===== src/hw/mode_desc_pkg.sv =====
// shared constants and types for the mode-bit descriptor link and its two ends
package mode_desc_pkg;

  // descriptor word field positions
  localparam int BIT_AVAIL = 31;
  localparam int BIT_POL = 30;
  localparam int BIT_OTP = 29;
  localparam int BIT_ADDR_MODE = 28;
  localparam int BIT_BYTE1 = 27;
  localparam int POS_LSB = 24;
  localparam int FLD_LSB = 16;
  localparam int RD_OP_LSB = 8;
  localparam int WR_OP_LSB = 0;
  localparam logic [7:0] OPCODE_NONE = 8'h00;

  // link framing: 8 command bits then 32 data bits, msb first
  localparam logic [5:0] LINK_CMD_BITS = 6'h08;
  localparam logic [5:0] LINK_FRAME_BITS = 6'h28;
  localparam int LINK_HALF_CYCLES = 8;
  localparam logic [7:0] LINK_CMD_READ = 8'hB0;

  // controller register offsets (byte addresses)
  localparam logic [7:0] REG_CTRL = 8'h00;
  localparam logic [7:0] REG_STATUS = 8'h04;
  localparam logic [7:0] REG_WORD = 8'h08;
  localparam logic [7:0] REG_DECODE = 8'h0C;
  localparam logic [7:0] REG_PLACED = 8'h10;
  localparam logic [7:0] REG_RMW = 8'h14;

  // control register bits
  localparam int CTRL_START = 0;
  localparam int CTRL_INDEX = 1;
  localparam int CTRL_ADDR8 = 2;
  localparam int CTRL_SINGLE = 3;
  localparam int CTRL_WANT = 4;

  // control register reset values
  localparam logic CTRL_INDEX_RST = 1'b0;
  localparam logic CTRL_ADDR8_RST = 1'b0;
  localparam logic CTRL_SINGLE_RST = 1'b0;
  localparam logic CTRL_WANT_RST = 1'b0;

  typedef struct packed {
    logic avail;
    logic pol;
    logic otp;
    logic addr_mode;
    logic byte1;
    logic [2:0] pos;
    logic [7:0] loc_addr;
    logic [3:0] modes;
    logic [3:0] dummy;
    logic [7:0] rd_op;
    logic [7:0] wr_op;
  } desc_cfg_s;

  localparam desc_cfg_s OCT_CFG_DEFAULT = '{1'b1, 1'b0, 1'b0, 1'b1, 1'b0, 3'h3, 8'h02, 4'h0, 4'h0, 8'h11, 8'h22};
  localparam desc_cfg_s RATE_CFG_DEFAULT = '{1'b1, 1'b1, 1'b1, 1'b0, 1'b0, 3'h5, 8'h00, 4'hA, 4'h8, 8'h33, 8'h44};

endpackage : mode_desc_pkg


===== src/hw/desc_link_if.sv =====
// serial link joining the descriptor memory end and the controller end
`timescale 1ns/1ps
interface desc_link_if;
  logic sclk;
  logic cs_n;
  logic mosi;
  logic miso;
  modport mem_end(input sclk, input cs_n, input mosi, output miso);
  modport ctl_end(output sclk, output cs_n, output mosi, input miso);
endinterface : desc_link_if


===== src/hw/desc_ctl_end.sv =====
// controller end: fetches a descriptor word over the link and decodes it for software
//
// Design decisions made here: the address map and the Wishbone interface to the registers.
`timescale 1ns/1ps
module desc_ctl_end
  import mode_desc_pkg::*;
#(
  parameter int HALF_CYCLES = LINK_HALF_CYCLES
) (
  input wire logic mclk_in, // system clock
  input wire logic reset_in, // synchronous reset, active high
  input wire logic wb_cyc_in, // wishbone cycle
  input wire logic wb_stb_in, // wishbone strobe
  input wire logic wb_we_in, // wishbone write enable
  input wire logic [7:0] wb_adr_in, // wishbone byte address
  input wire logic [3:0] wb_sel_in, // wishbone byte selects
  input wire logic [31:0] wb_dat_in, // wishbone write data
  output logic [31:0] wb_dat_out, // wishbone read data
  output logic wb_ack_out, // wishbone acknowledge
  desc_link_if.ctl_end link, // serial link toward the memory
  output logic busy_out, // fetch in progress
  output logic access_ok_out, // fetched bit is reachable
  output logic [3:0] dummy_out // dummy cycles to use for the direct command
);

  ////////////////////////////////////////////////////////////////////////////
  // state

  typedef struct packed {
    logic ack;
    logic [31:0] rdata;
    logic idx;
    logic addr8;
    logic single;
    logic want;
    logic [7:0] rmw_in;
    logic busy;
    logic done;
    logic [31:0] word;
    logic [7:0] div;
    logic sclk;
    logic cs_n;
    logic mosi;
    logic [5:0] cnt;
    logic [7:0] cmd;
    logic [31:0] rx;
    logic [1:0] miso_sy;
    logic access_ok;
    logic [3:0] dummy;
  } ctl_state_s;

  ctl_state_s s_ff;
  ctl_state_s nxt_s;

  ////////////////////////////////////////////////////////////////////////////
  // decode of a fetched word

  logic [31:0] w;
  logic am;
  logic place_bad;
  logic rd_ok;
  logic wr_ok;
  logic acc_ok;
  logic [3:0] eff_dummy;
  logic [31:0] placed;
  logic [7:0] rmw_out;
  logic [31:0] decode;

  always_comb begin
    w = s_ff.word;
    am = w[BIT_ADDR_MODE];
    place_bad = am & w[BIT_BYTE1] & s_ff.addr8;
    rd_ok = w[RD_OP_LSB +: 8] != OPCODE_NONE;
    wr_ok = w[WR_OP_LSB +: 8] != OPCODE_NONE;
    acc_ok = w[BIT_AVAIL] & rd_ok & wr_ok & ~place_bad;
    // single-lane use ignores the encoded count; flags only advise
    eff_dummy = (s_ff.single || am) ? 4'h0 : w[FLD_LSB +: 4];
    placed = 32'h0000_0000;
    if (am) begin
      placed = w[BIT_BYTE1] ? {16'h0000, w[FLD_LSB +: 8], 8'h00} : {24'h00_0000, w[FLD_LSB +: 8]};
    end
    rmw_out = s_ff.rmw_in;
    if (acc_ok) begin
      rmw_out[w[POS_LSB +: 3]] = s_ff.want ^ w[BIT_POL];
    end
    decode = {4'h0, place_bad, acc_ok, wr_ok, rd_ok, eff_dummy, w[23:20], w[FLD_LSB +: 8],
              w[POS_LSB +: 3], w[BIT_BYTE1], am, w[BIT_OTP], w[BIT_POL], w[BIT_AVAIL]};
  end

  ////////////////////////////////////////////////////////////////////////////
  // bus slave and link sequencer

  always_comb begin
    logic req;
    logic wr_now;
    logic [7:0] cmd0;
    req = wb_cyc_in & wb_stb_in & ~s_ff.ack;
    wr_now = wb_cyc_in & wb_stb_in & wb_we_in & s_ff.ack & wb_sel_in[0];
    cmd0 = 8'h00;
    nxt_s = s_ff;
    nxt_s.miso_sy = {s_ff.miso_sy[0], link.miso};
    nxt_s.ack = req;
    if (req && !wb_we_in) begin
      unique case (wb_adr_in)
        REG_CTRL: nxt_s.rdata = {27'h0, s_ff.want, s_ff.single, s_ff.addr8, s_ff.idx, 1'b0};
        REG_STATUS: nxt_s.rdata = {30'h0, s_ff.done, s_ff.busy};
        REG_WORD: nxt_s.rdata = s_ff.word;
        REG_DECODE: nxt_s.rdata = decode;
        REG_PLACED: nxt_s.rdata = placed;
        REG_RMW: nxt_s.rdata = {24'h00_0000, rmw_out};
        default: nxt_s.rdata = 32'h0000_0000;
      endcase
    end
    // a write lands on the edge where the master sees ack
    if (wr_now && wb_adr_in == REG_RMW) begin
      nxt_s.rmw_in = wb_dat_in[7:0];
    end
    if (wr_now && wb_adr_in == REG_CTRL) begin
      nxt_s.idx = wb_dat_in[CTRL_INDEX];
      nxt_s.addr8 = wb_dat_in[CTRL_ADDR8];
      nxt_s.single = wb_dat_in[CTRL_SINGLE];
      nxt_s.want = wb_dat_in[CTRL_WANT];
      // start while busy is ignored
      if (wb_dat_in[CTRL_START] && !s_ff.busy) begin
        cmd0 = {LINK_CMD_READ[7:1], wb_dat_in[CTRL_INDEX]};
        nxt_s.cmd = cmd0;
        nxt_s.mosi = cmd0[7];
        nxt_s.busy = 1'b1;
        nxt_s.done = 1'b0;
        nxt_s.cs_n = 1'b0;
        nxt_s.sclk = 1'b0;
        nxt_s.cnt = 6'h00;
        nxt_s.div = 8'h00;
      end
    end
    if (s_ff.busy) begin
      nxt_s.div = s_ff.div + 8'h01;
      if (s_ff.div == 8'(HALF_CYCLES - 1)) begin
        nxt_s.div = 8'h00;
        nxt_s.sclk = ~s_ff.sclk;
        if (!s_ff.sclk) begin
          if (s_ff.cnt >= LINK_CMD_BITS) begin
            nxt_s.rx = {s_ff.rx[30:0], s_ff.miso_sy[1]};
          end
          nxt_s.cnt = s_ff.cnt + 6'h01;
        end else if (s_ff.cnt == LINK_FRAME_BITS) begin
          nxt_s.cs_n = 1'b1;
          nxt_s.busy = 1'b0;
          nxt_s.done = 1'b1;
          nxt_s.mosi = 1'b0;
          nxt_s.word = s_ff.rx;
          nxt_s.access_ok = s_ff.rx[BIT_AVAIL] && s_ff.rx[RD_OP_LSB +: 8] != OPCODE_NONE
                            && s_ff.rx[WR_OP_LSB +: 8] != OPCODE_NONE
                            && !(s_ff.rx[BIT_ADDR_MODE] && s_ff.rx[BIT_BYTE1] && s_ff.addr8);
          nxt_s.dummy = (s_ff.single || s_ff.rx[BIT_ADDR_MODE]) ? 4'h0 : s_ff.rx[FLD_LSB +: 4];
        end else begin
          nxt_s.cmd = {s_ff.cmd[6:0], 1'b0};
          nxt_s.mosi = (s_ff.cnt < LINK_CMD_BITS) ? s_ff.cmd[6] : 1'b0;
        end
      end
    end
  end

  always_ff @(posedge mclk_in) begin
    if (reset_in) begin
      s_ff <= '{ack: 1'b0, rdata: 32'h0000_0000, idx: CTRL_INDEX_RST, addr8: CTRL_ADDR8_RST,
                single: CTRL_SINGLE_RST, want: CTRL_WANT_RST, rmw_in: 8'h00, busy: 1'b0, done: 1'b0,
                word: 32'h0000_0000, div: 8'h00, sclk: 1'b0, cs_n: 1'b1, mosi: 1'b0, cnt: 6'h00,
                cmd: 8'h00, rx: 32'h0000_0000, miso_sy: 2'h0, access_ok: 1'b0, dummy: 4'h0};
    end else begin
      s_ff <= nxt_s;
    end
  end

  ////////////////////////////////////////////////////////////////////////////
  // outputs

  assign wb_dat_out = s_ff.rdata;
  assign wb_ack_out = s_ff.ack;
  assign link.sclk = s_ff.sclk;
  assign link.cs_n = s_ff.cs_n;
  assign link.mosi = s_ff.mosi;
  assign busy_out = s_ff.busy;
  assign access_ok_out = s_ff.access_ok;
  assign dummy_out = s_ff.dummy;

endmodule : desc_ctl_end


===== src/flat_wrapper.sv =====
// flat-port wrapper written by rule: the top's interface ports become plain ports
module desc_ctl_end_flat import mode_desc_pkg::*;
#(
  parameter int HALF_CYCLES = LINK_HALF_CYCLES
)
  (mclk_in, reset_in, wb_cyc_in, wb_stb_in, wb_we_in, wb_adr_in, wb_sel_in, wb_dat_in, wb_dat_out, wb_ack_out, busy_out, access_ok_out, dummy_out, link_sclk, link_cs_n, link_mosi, link_miso);
  desc_link_if link_i ();
  input wire logic mclk_in;
  input wire logic reset_in;
  input wire logic wb_cyc_in;
  input wire logic wb_stb_in;
  input wire logic wb_we_in;
  input wire logic [7:0] wb_adr_in;
  input wire logic [3:0] wb_sel_in;
  input wire logic [31:0] wb_dat_in;
  output logic [31:0] wb_dat_out;
  output logic wb_ack_out;
  output logic busy_out;
  output logic access_ok_out;
  output logic [3:0] dummy_out;
  output wire logic [$bits(link_i.sclk)-1:0] link_sclk;
  output wire logic [$bits(link_i.cs_n)-1:0] link_cs_n;
  output wire logic [$bits(link_i.mosi)-1:0] link_mosi;
  input wire logic [$bits(link_i.miso)-1:0] link_miso;
  assign link_sclk = link_i.sclk;
  assign link_cs_n = link_i.cs_n;
  assign link_mosi = link_i.mosi;
  assign link_i.miso = link_miso;
  desc_ctl_end #(.HALF_CYCLES(HALF_CYCLES)) u_core (.mclk_in(mclk_in), .reset_in(reset_in), .wb_cyc_in(wb_cyc_in), .wb_stb_in(wb_stb_in), .wb_we_in(wb_we_in), .wb_adr_in(wb_adr_in), .wb_sel_in(wb_sel_in), .wb_dat_in(wb_dat_in), .wb_dat_out(wb_dat_out), .wb_ack_out(wb_ack_out), .link(link_i), .busy_out(busy_out), .access_ok_out(access_ok_out), .dummy_out(dummy_out));
endmodule

===== config.mk =====
export PLATFORM = sky130hd
export DESIGN_NAME = desc_ctl_end_flat
export DESIGN_NICKNAME = d
export VERILOG_FILES = /design/src/hw/mode_desc_pkg.sv /design/src/hw/desc_link_if.sv /design/src/hw/desc_ctl_end.sv /design/src/flat_wrapper.sv
export SDC_FILE = /design/constraint.sdc
export NUM_CORES = 1
export LEC_CHECK = 0
export BUFFER_PORTS_ARGS = -buffer_cell sky130_fd_sc_hd__buf_2
export CORE_MARGIN = 8
export CORE_UTILIZATION = 57
export DETAILED_ROUTE_END_ITERATION = 8
export PLACE_DENSITY = 0.8
export SLEW_MARGIN = 5
export SYNTH_ARGS = -nofsm -noshare
export SYNTH_HDL_FRONTEND = slang
export SYNTH_SLANG_ARGS = --single-unit

===== constraint.sdc =====
create_clock -name mclk_in -period 2.7 [get_ports mclk_in]
set_input_delay 0.54 -clock mclk_in [delete_from_list [all_inputs] [get_ports mclk_in]]
set_output_delay 0.54 -clock mclk_in [all_outputs]
set_load 0.005 [all_outputs]

Yosys cells after proc, flatten, opt, wreduce, memory -nomap -nowiden
Cells that the tools add are included.
- flip-flop bits (word level): 143
- input port bits: 50
- output and inout bits: 42
- logic and storage cells: 98
- $add $sub $neg: 2
- $lt $le $gt $ge: 4
- eq/ne operators: 7
- mux-type cells: 26
- bitwise operators: 14
- reduce and logical (&&, ||, !) cells: 25
- operator list (cell ; count):
    $pmux 32 s6 ; 1
    $mux 91 ; 2
    $mux 32 ; 3
    $mux 34 ; 2
    $mux 25 ; 2
    $reduce_bool 8->1 ; 4
    $mux 8 ; 3
    $eq 8x3->1 const B ; 2
    $eq 8x4->1 const B ; 2
    $eq 8x5->1 const B ; 2
    $mux 16 ; 1
    $and 1x1->1 ; 10
    $logic_and 1x1->1 ; 10
    $add 8x1->8 const B ; 1
    $bwmux 8 ; 1
    $logic_not 8->1 ; 1
    $mux 4 ; 2
    $reduce_and 4->1 ; 2
    $add 6x1->6 const B ; 1
    $eq 6x6->1 const B ; 1
    $ge 6x4->1 const B ; 1
    $lt 6x4->1 const B ; 1
    $mux 2 ; 3
    $mux 6 ; 1
    other kinds (10) ; 19

Logic depth before layout (Yosys ltp)
- depth after elaboration: 10
- depth in mapped cells: 9

Least setup slack after synthesis
Ideal clock, no wire load.
- kind: flip-flop to flip-flop
- start: reg u_core.s_ff[60] in the netlist's numbering
- end: reg u_core.s_ff[43] in the netlist's numbering
- setup time: 0.119 ns
- data arrival time: 2.181 ns
- required time: 2.581 ns
- path slack: 0.401 ns
- cell stages (with the launch flop): 8
- buffers on the path: 3
- period minus slack after synthesis: 2.299 ns
- cells stage by stage: dfxtp_1 > or4_1 > clkbuf_1 > or4_1 > buf_2 > or2_0 > clkbuf_2 > o221a_2
- longest elaborated chain between the ends: 3
- ends and longest elaborated chain (element ; RTL line ; source):
    from (decl) ; desc_ctl_end.sv:52 ; ctl_state_s s_ff;
    from (signal assigned) ; desc_ctl_end.sv:166 ; s_ff <= '{ack: 1'b0, rdata: 32'h0000_0000, idx: CTRL_INDEX_RST, addr8: CTRL_ADDR8_RST,
    from (signal assigned) ; desc_ctl_end.sv:171 ; s_ff <= nxt_s;
    $eq 8x3->1 ; desc_ctl_end.sv:138 ; if (s_ff.div == 8'(HALF_CYCLES - 1)) begin
    $mux 91 ; desc_ctl_end.sv:138 ;
    $mux 91 ; desc_ctl_end.sv:136 ; if (s_ff.busy) begin
No other way between the ends.
A chain may end at the register's enable or synchronous reset.

Worst setup path after layout
- start: reg u_core.s_ff[60] in the netlist's numbering
- end: reg u_core.s_ff[44] in the netlist's numbering
Same word-level chain as after synthesis.

==> flow_summary.ini <==
[clock_network]
numCtsBuffers = 17
clkTransAtPathRegs_ns = 0.06
ctsResizeCount = 0
cts_buffer_depth = 2
ctsHoldBuffers = 0
htreeDepth = 4
cts_tree = built
clock_latency_ns = 0.53
cts_root_buf = clkbuf_8
cts.sinks = 142
post_cts_buffers = 0

[timing]
tightest_slew_ns = 0.824
rsz0062_at_grt = no
hold_viol = 0
fin_tns_setup_ns = 0
period_minus_slack_ns = 2.51
relSlewSlack_pct = 44.4
setup_viol = 0
worst_clock_skew_ns = 0.00490
drv_slew = 0
timing.final.crit_share_pct = 93.1
timing.fmax_ghz = 0.398

[setup_path]
reg2reg_to = u_core.s_ff[44]$_SDFF_PP0_
crit_required_ns = 3.12
regToRegSetupSlack_ns = 0.19
critPathLaunch = u_core.s_ff[60]$_SDFFE_PP0P_
rr_worst_depth = 4
cp-endpoint = u_core.s_ff[44]$_SDFF_PP0_
cp.arrival_ns = 2.93
endpoint_kind = register
start_kind = register
path_max_fanout = 7
r2r_start = u_core.s_ff[60]$_SDFFE_PP0P_
path_class = register to register

[power_and_ir_drop]
peakVddDrop_mv = 0.344
leakage_nw = 2.58
power_density_nw_per_um2 = 628
p_total_mw = 4.39

[route]
postRouteWirelength_mm = 15.6
drt_iter0_drc = 712
dr.pass1.iters = 7
vias_per_cell = 5.95
antenna_left = 0
post_drt_wl_per_cell_um = 16.5
drc = 0
num_vias = 5634

[layout]
final_nets = 847
fin_util_pct = 65.1
area.growth.synth_to_final_pct = 12.1
final_layout_size_suffix_gt1_share_pct = 15.0
num_antenna_cells = 0

[floorplan]
design.die.area_sq_um = 14500
core_sq_um = 10700
io_pins = 92
die_y_um = 121
start_util_pct = 58.0
num_rows = 38
die_w_um = 121

[synth]
syn_nets = 831
synth_area_sq_um = 6230
ys_seq_elements = 142
yosysWarnings = 0
postSynth.asyncResetShare_pct = 0
synth-edff-count = 0
netlist_top_cells_area = dfxtp_1 (46%), nand2_1 (12%), a21oi_1 (9.7%), buf_4 (4.5%), a22oi_1 (3.5%)
synth-seq-area-share_pct = 45.6
synth_top_area_cell = dfxtp_1
synth.top_cell.area_share_pct = 45.6
postSynthAreaPerCell_sq_um = 8.01
synth.distinct_cells = 54
synthCells = 778
synth_flop_cell = dfxtp_1

[min_path]
hp-class = input pin to register

[global_routing]
grt_antenna_before_repair = 0
grt_pass1_vias = 5250
grt_pass1_wl_mm = 25.9
grt_max_degree = 60
overflow = 0
grt_use_total_pct = 21.8

[run_status]
status = finished, final reports clean

[placement]
dp_hpwl_mm = 10.5
finalWeightedCongestion = 0.857
io_buffers = 64

[run]
maxCapViolCount = 0
-- cell usage in the layout (no fill, tap or decap), types with 15 or more instances in the layout --
| master | n |
|---|---|
| buf_2 | 63 |
| nand3_1 | 19 |
| nor2_1 | 31 |
| a21oi_1 | 121 |
| nand2_1 | 199 |
| mux2i_1 | 17 |
| a22oi_1 | 29 |
| buf_4 | 15 |
| dfxtp_1 | 142 |
| clkbuf_16 | 16 |
-- flip-flops by register name (all words and copies together) (netlist names), 4 cells and up --
signal and count:
u_core.dummy_out 4, u_core.s_ff 67, u_core.w 32, u_core.wb_dat_out 32
-- where the power goes --
| group | internal [mW] | total, mW | switching (mW) |
|---|---|---|---|
| clock | 1.32 | 2.19 | 0.874 |
| combinational | 0.0292 | 0.0983 | 0.0690 |
| sequential | 2.10 | 2.10 | 0.000952 |
-- metrics by stage --
step	setup WS (ns)	hold WS [ns]	instances	instance area, sq um
2_1_floorplan	0.401	0.414	778	6230
3_3_place_gp	0.284	0.419	915	6430
3_5_place_dp	0.172	0.427	915	6430
4_1_cts	0.199	0.204	947	6990
5_1_grt	0.0804	0.243	947	6990
6_report	0.186	0.219	947	6990
-- Yosys cell counts, types with 6 or more instances --
cell type,number
nor2_1,31
nand3_1,19
nor3_1,14
o21ai_0,12
dfxtp_1,142
mux2i_1,17
o2bb2ai_1,6
clkbuf_1,35
nor4_1,9
inv_1,8
nand4_1,7
nand4b_1,6
buf_2,9
a22oi_1,29
buf_4,37
a21oi_1,121
and3_1,12
nand2_1,199
-- metal layers --
layer	GRT usage, %	wire length, um	up-vias
met3	5.59	1060	41
li1	-	-	2716
met4	9.45	388	0
met2	34.9	7340	208
met5	0	0	-
met1	27.3	6830	2669
-- kinds of logic (layout without fill, tap and decap cells) --
family / count (synthesis) / count (layout) / share of synthesized area, %
AND/OR/NAND/NOR: 332 / 332 / 24.4
AO/OA/AOI/OAI: 189 / 189 / 17.9
flip-flops: 142 / 142 / 45.6
buffers and inverters: 92 / 121 / 8.09
multiplexers: 19 / 19 / 3.27
adder cells (fa/ha/maj): 3 / 3 / 0.602
XOR/XNOR: 1 / 1 / 0.141
-- cell type report --
type                            instances  area [sq um]
Multi-Input combinational cell        544          2890
Clock buffer                           23           477
Inverter                                8          30.0
Sequential cell                       142          2840
Fill cell                             853          3750
Clock inverter                          9          85.1
Tap cell                              140           175
Timing Repair Buffer                   81           488
-- critical path: stages (launching register included) --
cell	delay, ns
dfxtp_1	0.34
or4_1	0.66
or4_1	0.66
or2_0	0.41
o221a_2	0.33
-- worst min path at each step --
stage / cells past startpoint / start / end
finish: 2 / link_miso / u_core.nxt_s[6]$_SDFF_PP0_
global route: 2 / link_miso / u_core.nxt_s[6]$_SDFF_PP0_
CTS: 2 / link_miso / u_core.nxt_s[6]$_SDFF_PP0_
detailed placement: 2 / u_core.s_ff[6]$_SDFF_PP0_ / u_core.s_ff[7]$_SDFFE_PP0P_
global placement: 1 / u_core.nxt_s[6]$_SDFF_PP0_ / u_core.s_ff[6]$_SDFF_PP0_
floorplan: 1 / u_core.nxt_s[6]$_SDFF_PP0_ / u_core.s_ff[6]$_SDFF_PP0_
No activity file was read; power rests on OpenSTA's default activity.
